## src/otl_pkg.sv

```systemverilog
// shared constants for the display command interpreter
package otl_pkg;
  localparam logic [7:0] CMD_CLOCK_SET   = 8'hD5;
  localparam logic [7:0] CMD_PRECHARGE   = 8'hD9;
  localparam logic [7:0] CMD_SEG_CONFIG  = 8'hDA;
  localparam logic [7:0] CMD_DESELECT    = 8'hDB;
  localparam logic [7:0] CMD_NOP         = 8'hE3;
  localparam logic [7:0] CMD_LOCK        = 8'hFD;
  localparam logic [7:0] CMD_HSCROLL_R   = 8'h26;
  localparam logic [7:0] CMD_HSCROLL_L   = 8'h27;
  localparam logic [7:0] CMD_VHSCROLL_R  = 8'h29;
  localparam logic [7:0] CMD_VHSCROLL_L  = 8'h2A;
  localparam logic [7:0] CMD_SCROLL_OFF  = 8'h2E;
  localparam logic [7:0] CMD_SCROLL_ON   = 8'h2F;
  localparam logic [7:0] CMD_SEG_REMAP0  = 8'hA0;
  localparam logic [7:0] CMD_SEG_REMAP1  = 8'hA1;
  localparam logic [7:0] CMD_RAM_WRITE   = 8'h5C;
  localparam logic [7:0] ARG_UNLOCK      = 8'h12;
  localparam logic [7:0] ARG_LOCK        = 8'h16;
  localparam int         LOCK_BIT        = 2;
  localparam int         ORDER_BIT       = 4;
  localparam int         SWAP_BIT        = 5;
  localparam int         HOFS_BIT        = 0;
  localparam int         SCROLL_ARGS     = 7;
  localparam int         VOFS_IDX        = 4;
  localparam logic [3:0] DIV_RST         = 4'h0;
  localparam logic [3:0] OSC_RST         = 4'h0;
  localparam logic [7:0] PRECHARGE_RST   = 8'h02;
  localparam logic [7:0] DESELECT_RST    = 8'h00;
  localparam logic       ORDER_RST       = 1'b1;
  localparam logic [6:0] FULL_END_COL    = 7'h7F;
  localparam int         SCROLL_COLS     = 128;
  typedef enum logic [1:0] {
    OTL_SCR_H,
    OTL_SCR_V,
    OTL_SCR_DIAG
  } otl_scroll_mode_t;
endpackage

```

## src/otl_link_if.sv

```systemverilog
// byte link between host and display command interpreter
`timescale 1ns/1ps
interface otl_link_if;
  logic       valid;
  logic       is_cmd;
  logic [7:0] data;
  logic       ready;
  modport device (input valid, input is_cmd, input data, output ready);
  modport host   (output valid, output is_cmd, output data, input ready);
endinterface

```

## src/otl_device.sv

```systemverilog
// display driver command interpreter: timing, lock and scroll settings
`timescale 1ns/1ps
module otl_device #(
  parameter int DIV_W = 4
) (
  input  wire logic                      core_clk_i,
  input  wire logic                      rst_i,
  otl_link_if.device                     link,
  input  wire logic                      clock_source_select_i,
  input  wire logic                      ext_clk_en_i,
  output logic                           display_clock_en_o,
  output logic [3:0]                     osc_freq_o,
  output logic                           osc_in_use_o,
  output logic                           precharge_active_o,
  output logic                           seg_odd_even_o,
  output logic                           seg_swap_o,
  output logic                           seg_remap_o,
  output logic [7:0]                     common_deselect_level_o,
  output logic                           locked_o,
  output logic                           scroll_active_o,
  output otl_pkg::otl_scroll_mode_t      scroll_mode_o,
  output logic                           scroll_left_o,
  output logic [7:0]                     scroll_arg_o [otl_pkg::SCROLL_ARGS],
  output logic                           mem_write_o,
  output logic [7:0]                     mem_data_o
);
  typedef enum logic [1:0] {OTL_IDLE, OTL_ARG1, OTL_ARGN} otl_dec_t;

  otl_dec_t   st_r, st_nxt;
  logic [7:0] op_r, op_nxt;
  logic [2:0] idx_r, idx_nxt;
  logic [3:0] div_r, div_nxt;
  logic [3:0] osc_r, osc_nxt;
  logic [7:0] pre_r, pre_nxt;
  logic       ord_r, ord_nxt;
  logic       swp_r, swp_nxt;
  logic       rmp_r, rmp_nxt;
  logic [7:0] dsl_r, dsl_nxt;
  logic       lck_r, lck_nxt;
  logic       act_r, act_nxt;
  logic       lft_r, lft_nxt;
  logic       vh_r, vh_nxt;
  logic [7:0] arg_r [otl_pkg::SCROLL_ARGS];
  logic [7:0] arg_nxt [otl_pkg::SCROLL_ARGS];
  logic       mw_r, mw_nxt;
  logic [7:0] md_r, md_nxt;
  logic       take;

  assign link.ready = 1'b1;
  assign take       = link.valid;

  always_comb begin
    st_nxt  = st_r;
    op_nxt  = op_r;
    idx_nxt = idx_r;
    div_nxt = div_r;
    osc_nxt = osc_r;
    pre_nxt = pre_r;
    ord_nxt = ord_r;
    swp_nxt = swp_r;
    rmp_nxt = rmp_r;
    dsl_nxt = dsl_r;
    lck_nxt = lck_r;
    act_nxt = act_r;
    lft_nxt = lft_r;
    vh_nxt  = vh_r;
    arg_nxt = arg_r;
    mw_nxt  = 1'b0;
    md_nxt  = md_r;
    if (take && !link.is_cmd) begin
      if (!lck_r) begin
        mw_nxt = 1'b1;
        md_nxt = link.data;
      end
    end else if (take) begin
      case (st_r)
        OTL_IDLE: begin
          op_nxt  = link.data;
          idx_nxt = 3'h0;
          // locked: only the lock command passes
          if (lck_r && link.data != otl_pkg::CMD_LOCK) begin
            st_nxt = OTL_IDLE;
          end else begin
            case (link.data)
              otl_pkg::CMD_CLOCK_SET, otl_pkg::CMD_PRECHARGE, otl_pkg::CMD_SEG_CONFIG,
              otl_pkg::CMD_DESELECT, otl_pkg::CMD_LOCK: st_nxt = OTL_ARG1;
              otl_pkg::CMD_HSCROLL_R, otl_pkg::CMD_HSCROLL_L,
              otl_pkg::CMD_VHSCROLL_R, otl_pkg::CMD_VHSCROLL_L: st_nxt = OTL_ARGN;
              otl_pkg::CMD_SCROLL_OFF: act_nxt = 1'b0;
              otl_pkg::CMD_SCROLL_ON: act_nxt = 1'b1;
              otl_pkg::CMD_SEG_REMAP0: rmp_nxt = 1'b0;
              otl_pkg::CMD_SEG_REMAP1: rmp_nxt = 1'b1;
              otl_pkg::CMD_NOP: st_nxt = OTL_IDLE;
              default: st_nxt = OTL_IDLE;
            endcase
          end
        end
        OTL_ARG1: begin
          st_nxt = OTL_IDLE;
          case (op_r)
            otl_pkg::CMD_CLOCK_SET: begin
              div_nxt = link.data[3:0];
              osc_nxt = link.data[7:4];
            end
            otl_pkg::CMD_PRECHARGE: pre_nxt = link.data;
            otl_pkg::CMD_SEG_CONFIG: begin
              ord_nxt = link.data[otl_pkg::ORDER_BIT];
              swp_nxt = link.data[otl_pkg::SWAP_BIT];
            end
            otl_pkg::CMD_DESELECT: dsl_nxt = link.data;
            otl_pkg::CMD_LOCK: lck_nxt = link.data[otl_pkg::LOCK_BIT];
            default: st_nxt = OTL_IDLE;
          endcase
        end
        OTL_ARGN: begin
          // seven bytes for either setup form
          // last two bytes are columns, 0 to 127
          arg_nxt[idx_r] = (idx_r >= 3'(otl_pkg::SCROLL_ARGS - 2)) ?
            (link.data & {1'b0, otl_pkg::FULL_END_COL}) : link.data;
          idx_nxt = idx_r + 3'h1;
          if (idx_r == 3'(otl_pkg::SCROLL_ARGS - 1)) begin
            st_nxt = OTL_IDLE;
            // newest setup overwrites mode and direction
            vh_nxt  = (op_r == otl_pkg::CMD_VHSCROLL_R) || (op_r == otl_pkg::CMD_VHSCROLL_L);
            lft_nxt = (op_r == otl_pkg::CMD_HSCROLL_L) || (op_r == otl_pkg::CMD_VHSCROLL_L);
          end
        end
        default: st_nxt = OTL_IDLE;
      endcase
    end
  end

  always_ff @(posedge core_clk_i or posedge rst_i) begin
    if (rst_i) begin
      st_r  <= OTL_IDLE;
      op_r  <= 8'h00;
      idx_r <= 3'h0;
      div_r <= otl_pkg::DIV_RST;
      osc_r <= otl_pkg::OSC_RST;
      pre_r <= otl_pkg::PRECHARGE_RST;
      ord_r <= otl_pkg::ORDER_RST;
      swp_r <= 1'b0;
      rmp_r <= 1'b0;
      dsl_r <= otl_pkg::DESELECT_RST;
      lck_r <= 1'b0;
      act_r <= 1'b0;
      lft_r <= 1'b0;
      vh_r  <= 1'b0;
      arg_r <= '{default: 8'h00};
      mw_r  <= 1'b0;
      md_r  <= 8'h00;
    end else begin
      st_r  <= st_nxt;
      op_r  <= op_nxt;
      idx_r <= idx_nxt;
      div_r <= div_nxt;
      osc_r <= osc_nxt;
      pre_r <= pre_nxt;
      ord_r <= ord_nxt;
      swp_r <= swp_nxt;
      rmp_r <= rmp_nxt;
      dsl_r <= dsl_nxt;
      lck_r <= lck_nxt;
      act_r <= act_nxt;
      lft_r <= lft_nxt;
      vh_r  <= vh_nxt;
      arg_r <= arg_nxt;
      mw_r  <= mw_nxt;
      md_r  <= md_nxt;
    end
  end

  // clock source and display clock divider
  logic       cls_s1_r, cls_s2_r;
  logic [DIV_W-1:0] dcnt_r, dcnt_nxt;
  logic       den_r, den_nxt;
  logic       src_en;
  always_ff @(posedge core_clk_i or posedge rst_i) begin
    if (rst_i) begin
      cls_s1_r <= 1'b0;
      cls_s2_r <= 1'b0;
    end else begin
      cls_s1_r <= clock_source_select_i;
      cls_s2_r <= cls_s1_r;
    end
  end
  // internal oscillator only with select high
  assign src_en = cls_s2_r ? 1'b1 : ext_clk_en_i;

  always_comb begin
    dcnt_nxt = dcnt_r;
    den_nxt  = 1'b0;
    if (src_en) begin
      if (dcnt_r >= DIV_W'(div_r)) begin
        dcnt_nxt = '0;
        den_nxt  = 1'b1;
      end else begin
        dcnt_nxt = dcnt_r + DIV_W'(1);
      end
    end
  end

  // pre-charge timer; phase flips each period, drive phase mirrors its length
  logic [7:0] pcnt_r, pcnt_nxt;
  logic       ph_r, ph_nxt;
  always_comb begin
    pcnt_nxt = pcnt_r;
    ph_nxt   = ph_r;
    if (den_r) begin
      pcnt_nxt = (pcnt_r + 8'h01 >= pre_r) ? 8'h00 : pcnt_r + 8'h01;
      ph_nxt   = (pcnt_r + 8'h01 >= pre_r) ? !ph_r : ph_r;
    end
  end

  always_ff @(posedge core_clk_i or posedge rst_i) begin
    if (rst_i) begin
      dcnt_r <= '0;
      den_r  <= 1'b0;
      pcnt_r <= 8'h00;
      ph_r   <= 1'b0;
    end else begin
      dcnt_r <= dcnt_nxt;
      den_r  <= den_nxt;
      pcnt_r <= pcnt_nxt;
      ph_r   <= ph_nxt;
    end
  end

  assign display_clock_en_o      = den_r;
  assign osc_freq_o              = osc_r;
  assign osc_in_use_o            = cls_s2_r;
  assign precharge_active_o      = ph_r;
  assign seg_odd_even_o          = ord_r;
  assign seg_swap_o              = swp_r;
  assign seg_remap_o             = rmp_r;
  assign common_deselect_level_o = dsl_r;
  assign locked_o                = lck_r;
  assign scroll_active_o         = act_r;
  assign scroll_left_o           = lft_r;
  assign scroll_arg_o            = arg_r;
  assign mem_write_o             = mw_r;
  assign mem_data_o              = md_r;

  // zero vertical offset gives horizontal; no column bit vertical
  always_comb begin
    if (!vh_r || arg_r[otl_pkg::VOFS_IDX][3:0] == 4'h0) begin
      scroll_mode_o = otl_pkg::OTL_SCR_H;
    end else if (!arg_r[0][otl_pkg::HOFS_BIT]) begin
      scroll_mode_o = otl_pkg::OTL_SCR_V;
    end else begin
      scroll_mode_o = otl_pkg::OTL_SCR_DIAG;
    end
  end
endmodule

```

## src/flat_wrapper.sv

```systemverilog
// flat-port wrapper written by rule: the top's interface ports become plain ports
module otl_device_flat 
#(
  parameter int DIV_W = 4
)
  (core_clk_i, rst_i, clock_source_select_i, ext_clk_en_i, display_clock_en_o, osc_freq_o, osc_in_use_o, precharge_active_o, seg_odd_even_o, seg_swap_o, seg_remap_o, common_deselect_level_o, locked_o, scroll_active_o, scroll_mode_o, scroll_left_o, scroll_arg_o, mem_write_o, mem_data_o, link_valid, link_is_cmd, link_data, link_ready);
  otl_link_if link_i ();
  input  wire logic core_clk_i;
  input  wire logic rst_i;
  input  wire logic clock_source_select_i;
  input  wire logic ext_clk_en_i;
  output logic display_clock_en_o;
  output logic [3:0] osc_freq_o;
  output logic osc_in_use_o;
  output logic precharge_active_o;
  output logic seg_odd_even_o;
  output logic seg_swap_o;
  output logic seg_remap_o;
  output logic [7:0] common_deselect_level_o;
  output logic locked_o;
  output logic scroll_active_o;
  output otl_pkg::otl_scroll_mode_t scroll_mode_o;
  output logic scroll_left_o;
  output logic [7:0] scroll_arg_o[otl_pkg::SCROLL_ARGS];
  output logic mem_write_o;
  output logic [7:0] mem_data_o;
  input wire logic [$bits(link_i.valid)-1:0] link_valid;
  input wire logic [$bits(link_i.is_cmd)-1:0] link_is_cmd;
  input wire logic [$bits(link_i.data)-1:0] link_data;
  output wire logic [$bits(link_i.ready)-1:0] link_ready;
  assign link_i.valid = link_valid;
  assign link_i.is_cmd = link_is_cmd;
  assign link_i.data = link_data;
  assign link_ready = link_i.ready;
  otl_device #(.DIV_W(DIV_W)) u_core (.core_clk_i(core_clk_i), .rst_i(rst_i), .link(link_i), .clock_source_select_i(clock_source_select_i), .ext_clk_en_i(ext_clk_en_i), .display_clock_en_o(display_clock_en_o), .osc_freq_o(osc_freq_o), .osc_in_use_o(osc_in_use_o), .precharge_active_o(precharge_active_o), .seg_odd_even_o(seg_odd_even_o), .seg_swap_o(seg_swap_o), .seg_remap_o(seg_remap_o), .common_deselect_level_o(common_deselect_level_o), .locked_o(locked_o), .scroll_active_o(scroll_active_o), .scroll_mode_o(scroll_mode_o), .scroll_left_o(scroll_left_o), .scroll_arg_o(scroll_arg_o), .mem_write_o(mem_write_o), .mem_data_o(mem_data_o));
endmodule
```

## config.mk

```make
export PLATFORM = sky130hd
export DESIGN_NAME = otl_device_flat
export DESIGN_NICKNAME = d
export VERILOG_FILES = /design/src/otl_pkg.sv /design/src/otl_link_if.sv /design/src/otl_device.sv /design/src/flat_wrapper.sv
export SDC_FILE = /design/constraint.sdc
export NUM_CORES = 1
export LEC_CHECK = 0
export BUFFER_PORTS_ARGS = -buffer_cell sky130_fd_sc_hd__buf_2
export CAP_MARGIN = 20
export CORE_MARGIN = 2
export CORE_UTILIZATION = 60
export DETAILED_ROUTE_END_ITERATION = 16
export PLACE_DENSITY = 0.85
export SLEW_MARGIN = 20
export SYNTH_ARGS = -nofsm -noshare
export SYNTH_HDL_FRONTEND = slang
export SYNTH_SLANG_ARGS = --single-unit
export TNS_END_PERCENT = 50
```

## constraint.sdc

```tcl
create_clock -name core_clk_i -period 9.8 [get_ports core_clk_i]
set_input_delay 0.98 -clock core_clk_i [delete_from_list [all_inputs] [get_ports core_clk_i]]
set_output_delay 0.98 -clock core_clk_i [all_outputs]
set_load 0.005 [all_outputs]
```

# == Word level (Yosys, flattened, before mapping) ==
# Index checks and enable logic that the tools add are counted.
# Widths: inputs -> output; s select.
# word_totals
out_inout_bits,89
inputBits,14
register_bits,125
# op_classes
n_eq_ne,27
order_cmp,5
n_reduce_logical,31
bitwise_logic,4
add_sub_neg,3
n_mux,20
# ops
op,n
$eq 8x8->1 const B,12
$eq 8x6->1 const B,9
$bwmux 56,1
$reduce_and 4->1,7
$demux 8 s3,1
$mux 8,3
$reduce_and 5->1,2
$reduce_and 3->1,3
$add 8x1->8 const B,1
$ge 8x8->1,1
$mux 2,4
$ne 8x8->1 const B,1
$reduce_or 4->1,2
$pmux 2 s3,1
$pmux 3 s2,1
$reduce_bool 2->1,3
$mux 1,5
$reduce_or 5->1,1
$add 4x1->4 const B,1
$ge 4x4->1,1
$ge 4x4->1 const B,1
$logic_not 4->1,1
$lt 4x1->1 const B,1
$mux 4,1
16 further kinds,26

# == Depth between registers and ports, before layout ==
# depth
word_depth,6
mapped_depth,11

# == Least setup slack after synthesis ==
# No wires, ideal clock.
# synth_path
path_kind,flip-flop to flip-flop
startpoint,register u_core.pcnt_r[2]
endpoint,register u_core.pcnt_r[2]
stages_incl_launch_ff,11
path_slack_ns,7.365
synth_period_minus_slack_ns,2.435
path_buffers,2
t_arrival_ns,2.317
path_cell_list,dfrtp_1 -> clkbuf_1 -> and3_1 -> and3_1 -> xor2_1 -> ha_1 -> nand4_1 -> o311ai_0 -> clkbuf_1 -> o21ai_0 -> a21o_1
# synth_between
elab_chain_len,3
# synth_lines
item,line,source
from (decl),otl_device.sv:204,"logic [7:0] pcnt_r, pcnt_nxt;"
from (signal assigned),otl_device.sv:224,pcnt_r <= pcnt_nxt;
$add 8x1->8 (*),otl_device.sv:210,pcnt_nxt = (pcnt_r + 8'h01 >= pre_r) ? 8'h00 : pcnt_r + 8'h01;
$ge 8x8->1,otl_device.sv:210,
$mux 8 (*),otl_device.sv:210,
# Mark *: on every way between the ends. The rest lies on a longest branch, timed or not.
# A chain may end at the register's enable or synchronous reset.

# == Worst setup path after layout ==
# layout_path
startpoint,"register u_core.arg_r, in the netlist u_core.scroll_arg_o[16]"
endpoint,output port scroll_mode_o[1]
# layout_between
elab_chain_len,3
# layout_lines
item,line,source
from (decl),otl_device.sv:43,logic [7:0] arg_r [otl_pkg::SCROLL_ARGS];
from (signal assigned),otl_device.sv:167,arg_r <= arg_nxt;
$logic_not 4->1,otl_device.sv:246,if (!vh_r || arg_r[otl_pkg::VOFS_IDX][3:0] == 4'h0) begin
$logic_or 1x1->1,otl_device.sv:246,
$mux 2,otl_device.sv:246,
to (decl),flat_wrapper.sv:22,output otl_pkg::otl_scroll_mode_t scroll_mode_o;
# Every way passes these cells.

==> results.toml <==
[final_layout]
final_util = 0.758
drive_above_1_share = 0.416
diodes = 0
regArea_um2 = 3130
final_common_cell = "dfrtp_1"
instances_no_fill = 666
areaGrowthSynthToFinish_pct = 21.2
nFillCells = 526
multiInputGateArea_um2 = 2190
layout.nets = 576
final_cell_mix = "dfrtp_1 (123), buf_2 (101), mux2_2 (82)"

[timing]
postLayoutSetupSlackWorst_ps = 7240
max_slew_margin = 0.461
fmaxAchievable_ghz = 0.391
tightest_slew_ps = 808
rsz0062_at_grt = "no"
finalCritPeriodShare = 0.261
tns_ps = 0
drv_slew = 0
period_needed_ps = 2560
hold_violations = 0
skew_ps = 7.76
setup_viol = 0

[clock_tree]
cts_tree = "built"
cts_max_level = 4
insertion_delay_ps = 510
cts_root_buf = "clkbuf_8"
clkTransAtPathRegs_ps = 60
ctsLongestPathBuffers = 2
cts-buffers-inserted = 17
post_cts_buffers = 0
cts_hold_buf = 0
cts.repair.resized = 0
cts.sinks = 125

[yosys]
synth.distinct_cells = 48
ys_seq_area_frac = 0.568
synth_top_family_by_area = "multiplexers"
synth_xor_area_frac = 0.0159
yosys.area.top_type = "dfrtp_1"
synth_nets = 477
synth-edff-count = 0
synthCells = 446
synthMuxAreaShare = 0.169
netlist_area_um2 = 5510
ys_warn_count = 0
synth_top_area_share = 0.559
async_flop_share = 1.00
synthSimpleGateAreaFrac = 0.112
synth.ff_latch_count = 125
synth_fa_ha_area_frac = 0.0386
ys.flop_type = "dfrtp_1"
synth.avg_cell_area_um2 = 12.3
synth_compound_area_frac = 0.0602
netlist_top_cells_area = "dfrtp_1 (56%), mux2_2 (17%), ha_1 (3.9%)"

[critical_path]
regToRegStartpoint = "u_core.pcnt_r[2]$_DFFE_PP0P_"
crit_fanout = 3
path_cells = "o41ai_1 > nor2_1 > buf_2"
critPathCaptureType = "output pin"
crit_slowest_cell = "o41ai_1"
critPathKind = "reg -> out"
rrSetupSlack_ps = 7300
cp_data_arrival_time_ps = 1580
startpoint = "u_core.scroll_arg_o[16]$_DFFE_PP0P_"
worst-path-stages = 3
rr_endpoint = "u_core.pcnt_r[0]$_DFFE_PP0P_"
cpPeakStageDelay_ps = 460
crit_required_ps = 8820
cp-start-kind = "register"
worst-r2r-cell-count = 10
cpLargestDelayFamily = "compound AO/OA/AOI/OAI gates"
critPathBufInv = 1

[global_routing]
antenna_found_initial = 0
gr-usage-met2 = 0.453
grt_first_pass_wirelength_um = 20900
grt_use_met1 = 0.347
met3_usage = 0.0947
grt_max_degree = 92
overflow = 0
grtUsageTotal = 0.278
grt_pass1_vias = 4154
grt_busiest_layer = "met2"

[hold_path]
hp-class = "reg -> reg"
hold_start = "u_core.cls_s1_r$_DFF_PP0_"
holdPathStages = 0
min_to = "u_core.osc_in_use_o$_DFF_PP0_"

[pwr]
power_switching_mw = 0.395
p_seq_frac = 0.430
internal_power_mw = 1.05
pwr_density_cell_nw_per_um2 = 217
peakVddDrop_mv = 0.175
p_leak_nw = 3.44
pwr-share-clk = 0.439
p_total_mw = 1.45
switching_share = 0.273
combinationalPowerShare = 0.131

[drt]
drc = 0
first_pass_iters = 4
via_per_inst = 5.88
vias = 3914
final_antenna_net_count = 0
drt-initial-drc-count = 210
wl_per_cell_um = 19.7
totalWireLength_um = 13100

[run]
drv_cap = 0

[placed_design]
dp_hpwl_um = 8140
post-place-ws_ps = 6940
numPortBuffers = 101
gp_congestion = 0.823
placed_cells = 634

[floorplan]
die_x_um = 99.8
fp.coreArea_um2 = 8810
die-area_um2 = 9960
start_util = 0.625
dieHeight_um = 99.8
io-pin-count = 103
rows = 34

[outcome]
status = "finished, final reports clean"
## area by class of cell
class	count	share of cell area
clock inverter	14	0.0274
timing repair buffer	103	0.0786
sequential	125	0.469
clock buffer	18	0.0626
multi-input combinational	274	0.328
tap	108	0.0202
inverter	24	0.0139
## cells in the mapped netlist (all sizes together) (2+ instances only)
| library cell | instances |
|---|---|
| nand2b | 4 |
| clkbuf | 17 |
| and3 | 2 |
| o31ai | 3 |
| xor2 | 3 |
| ha | 17 |
| dfrtp | 123 |
| nor4 | 3 |
| xnor2 | 7 |
| mux2 | 82 |
| nand2 | 38 |
| o22ai | 5 |
| buf | 6 |
| o21ai | 28 |
| nor3 | 11 |
| a21oi | 6 |
| nand4b | 2 |
| nor2 | 14 |
| nand3 | 10 |
| or3 | 2 |
| nand4 | 6 |
| nand3b | 3 |
| and2 | 2 |
| nor3b | 3 |
| inv | 24 |
| dfstp | 2 |
| o41ai | 3 |
| a21o | 3 |
| nor2b | 4 |
## stage by stage
stage          hold slack (ps)  cell area (um^2)
2_1_floorplan              331              5510
3_3_place_gp               333              6060
6_report                   360              6670
5_1_grt                    366              6670
3_5_place_dp               348              6060
4_1_cts                    362              6670
## per-layer routing
layer	vias to the layer above	wire length [um]
li1	1764	-
met1	1959	5170
met2	162	6540
met3	29	1130
met4	0	253
met5	-	0
## power groups by stage
stage | Combinational, mW | Clock [mW] | Sequential [mW]
after detailed placement | 0.183 | 0 | 0.628
after global placement | 0.171 | 0 | 0.624
after CTS | 0.189 | 0.642 | 0.620
final | 0.189 | 0.634 | 0.622
after global routing | 0.212 | 0.665 | 0.628
after floorplan | 0.126 | 0 | 0.612
## cells by family (layout without fill, tap and decap cells)
family | count (synthesis) | after routing
flops | 125 | 125
simple gates | 108 | 108
mux | 83 | 83
compound gates | 55 | 55
buf+inv | 47 | 159
fa+ha+maj | 17 | 17
xor+xnor | 10 | 10
other cells | 1 | 1
## flip-flops by register name, indices dropped and copies added, names as in the netlist, 2 cells and up
| register | cells |
|---|---|
| u_core.div_r | 4 |
| u_core.idx_r | 3 |
| u_core.st_r | 2 |
| u_core.scroll_arg_o | 56 |
| u_core.pre_r | 8 |
| u_core.dcnt_r | 4 |
| u_core.pcnt_r | 8 |
| u_core.common_deselect_level_o | 8 |
| u_core.op_r | 8 |
| u_core.osc_freq_o | 4 |
| u_core.mem_data_o | 8 |
## worst max path at each step
stage	to	slack [ps]
global route	scroll_mode_o[1]	7140
CTS	scroll_mode_o[1]	7230
floorplan	u_core.cls_s1_r$_DFF_PP0_	5500
detailed placement	u_core.div_r[0]$_DFFE_PP0P_	6940
finish	scroll_mode_o[1]	7240
global placement	u_core.div_r[0]$_DFFE_PP0P_	6990
Note: power is estimated with default switching activity, not from simulation.
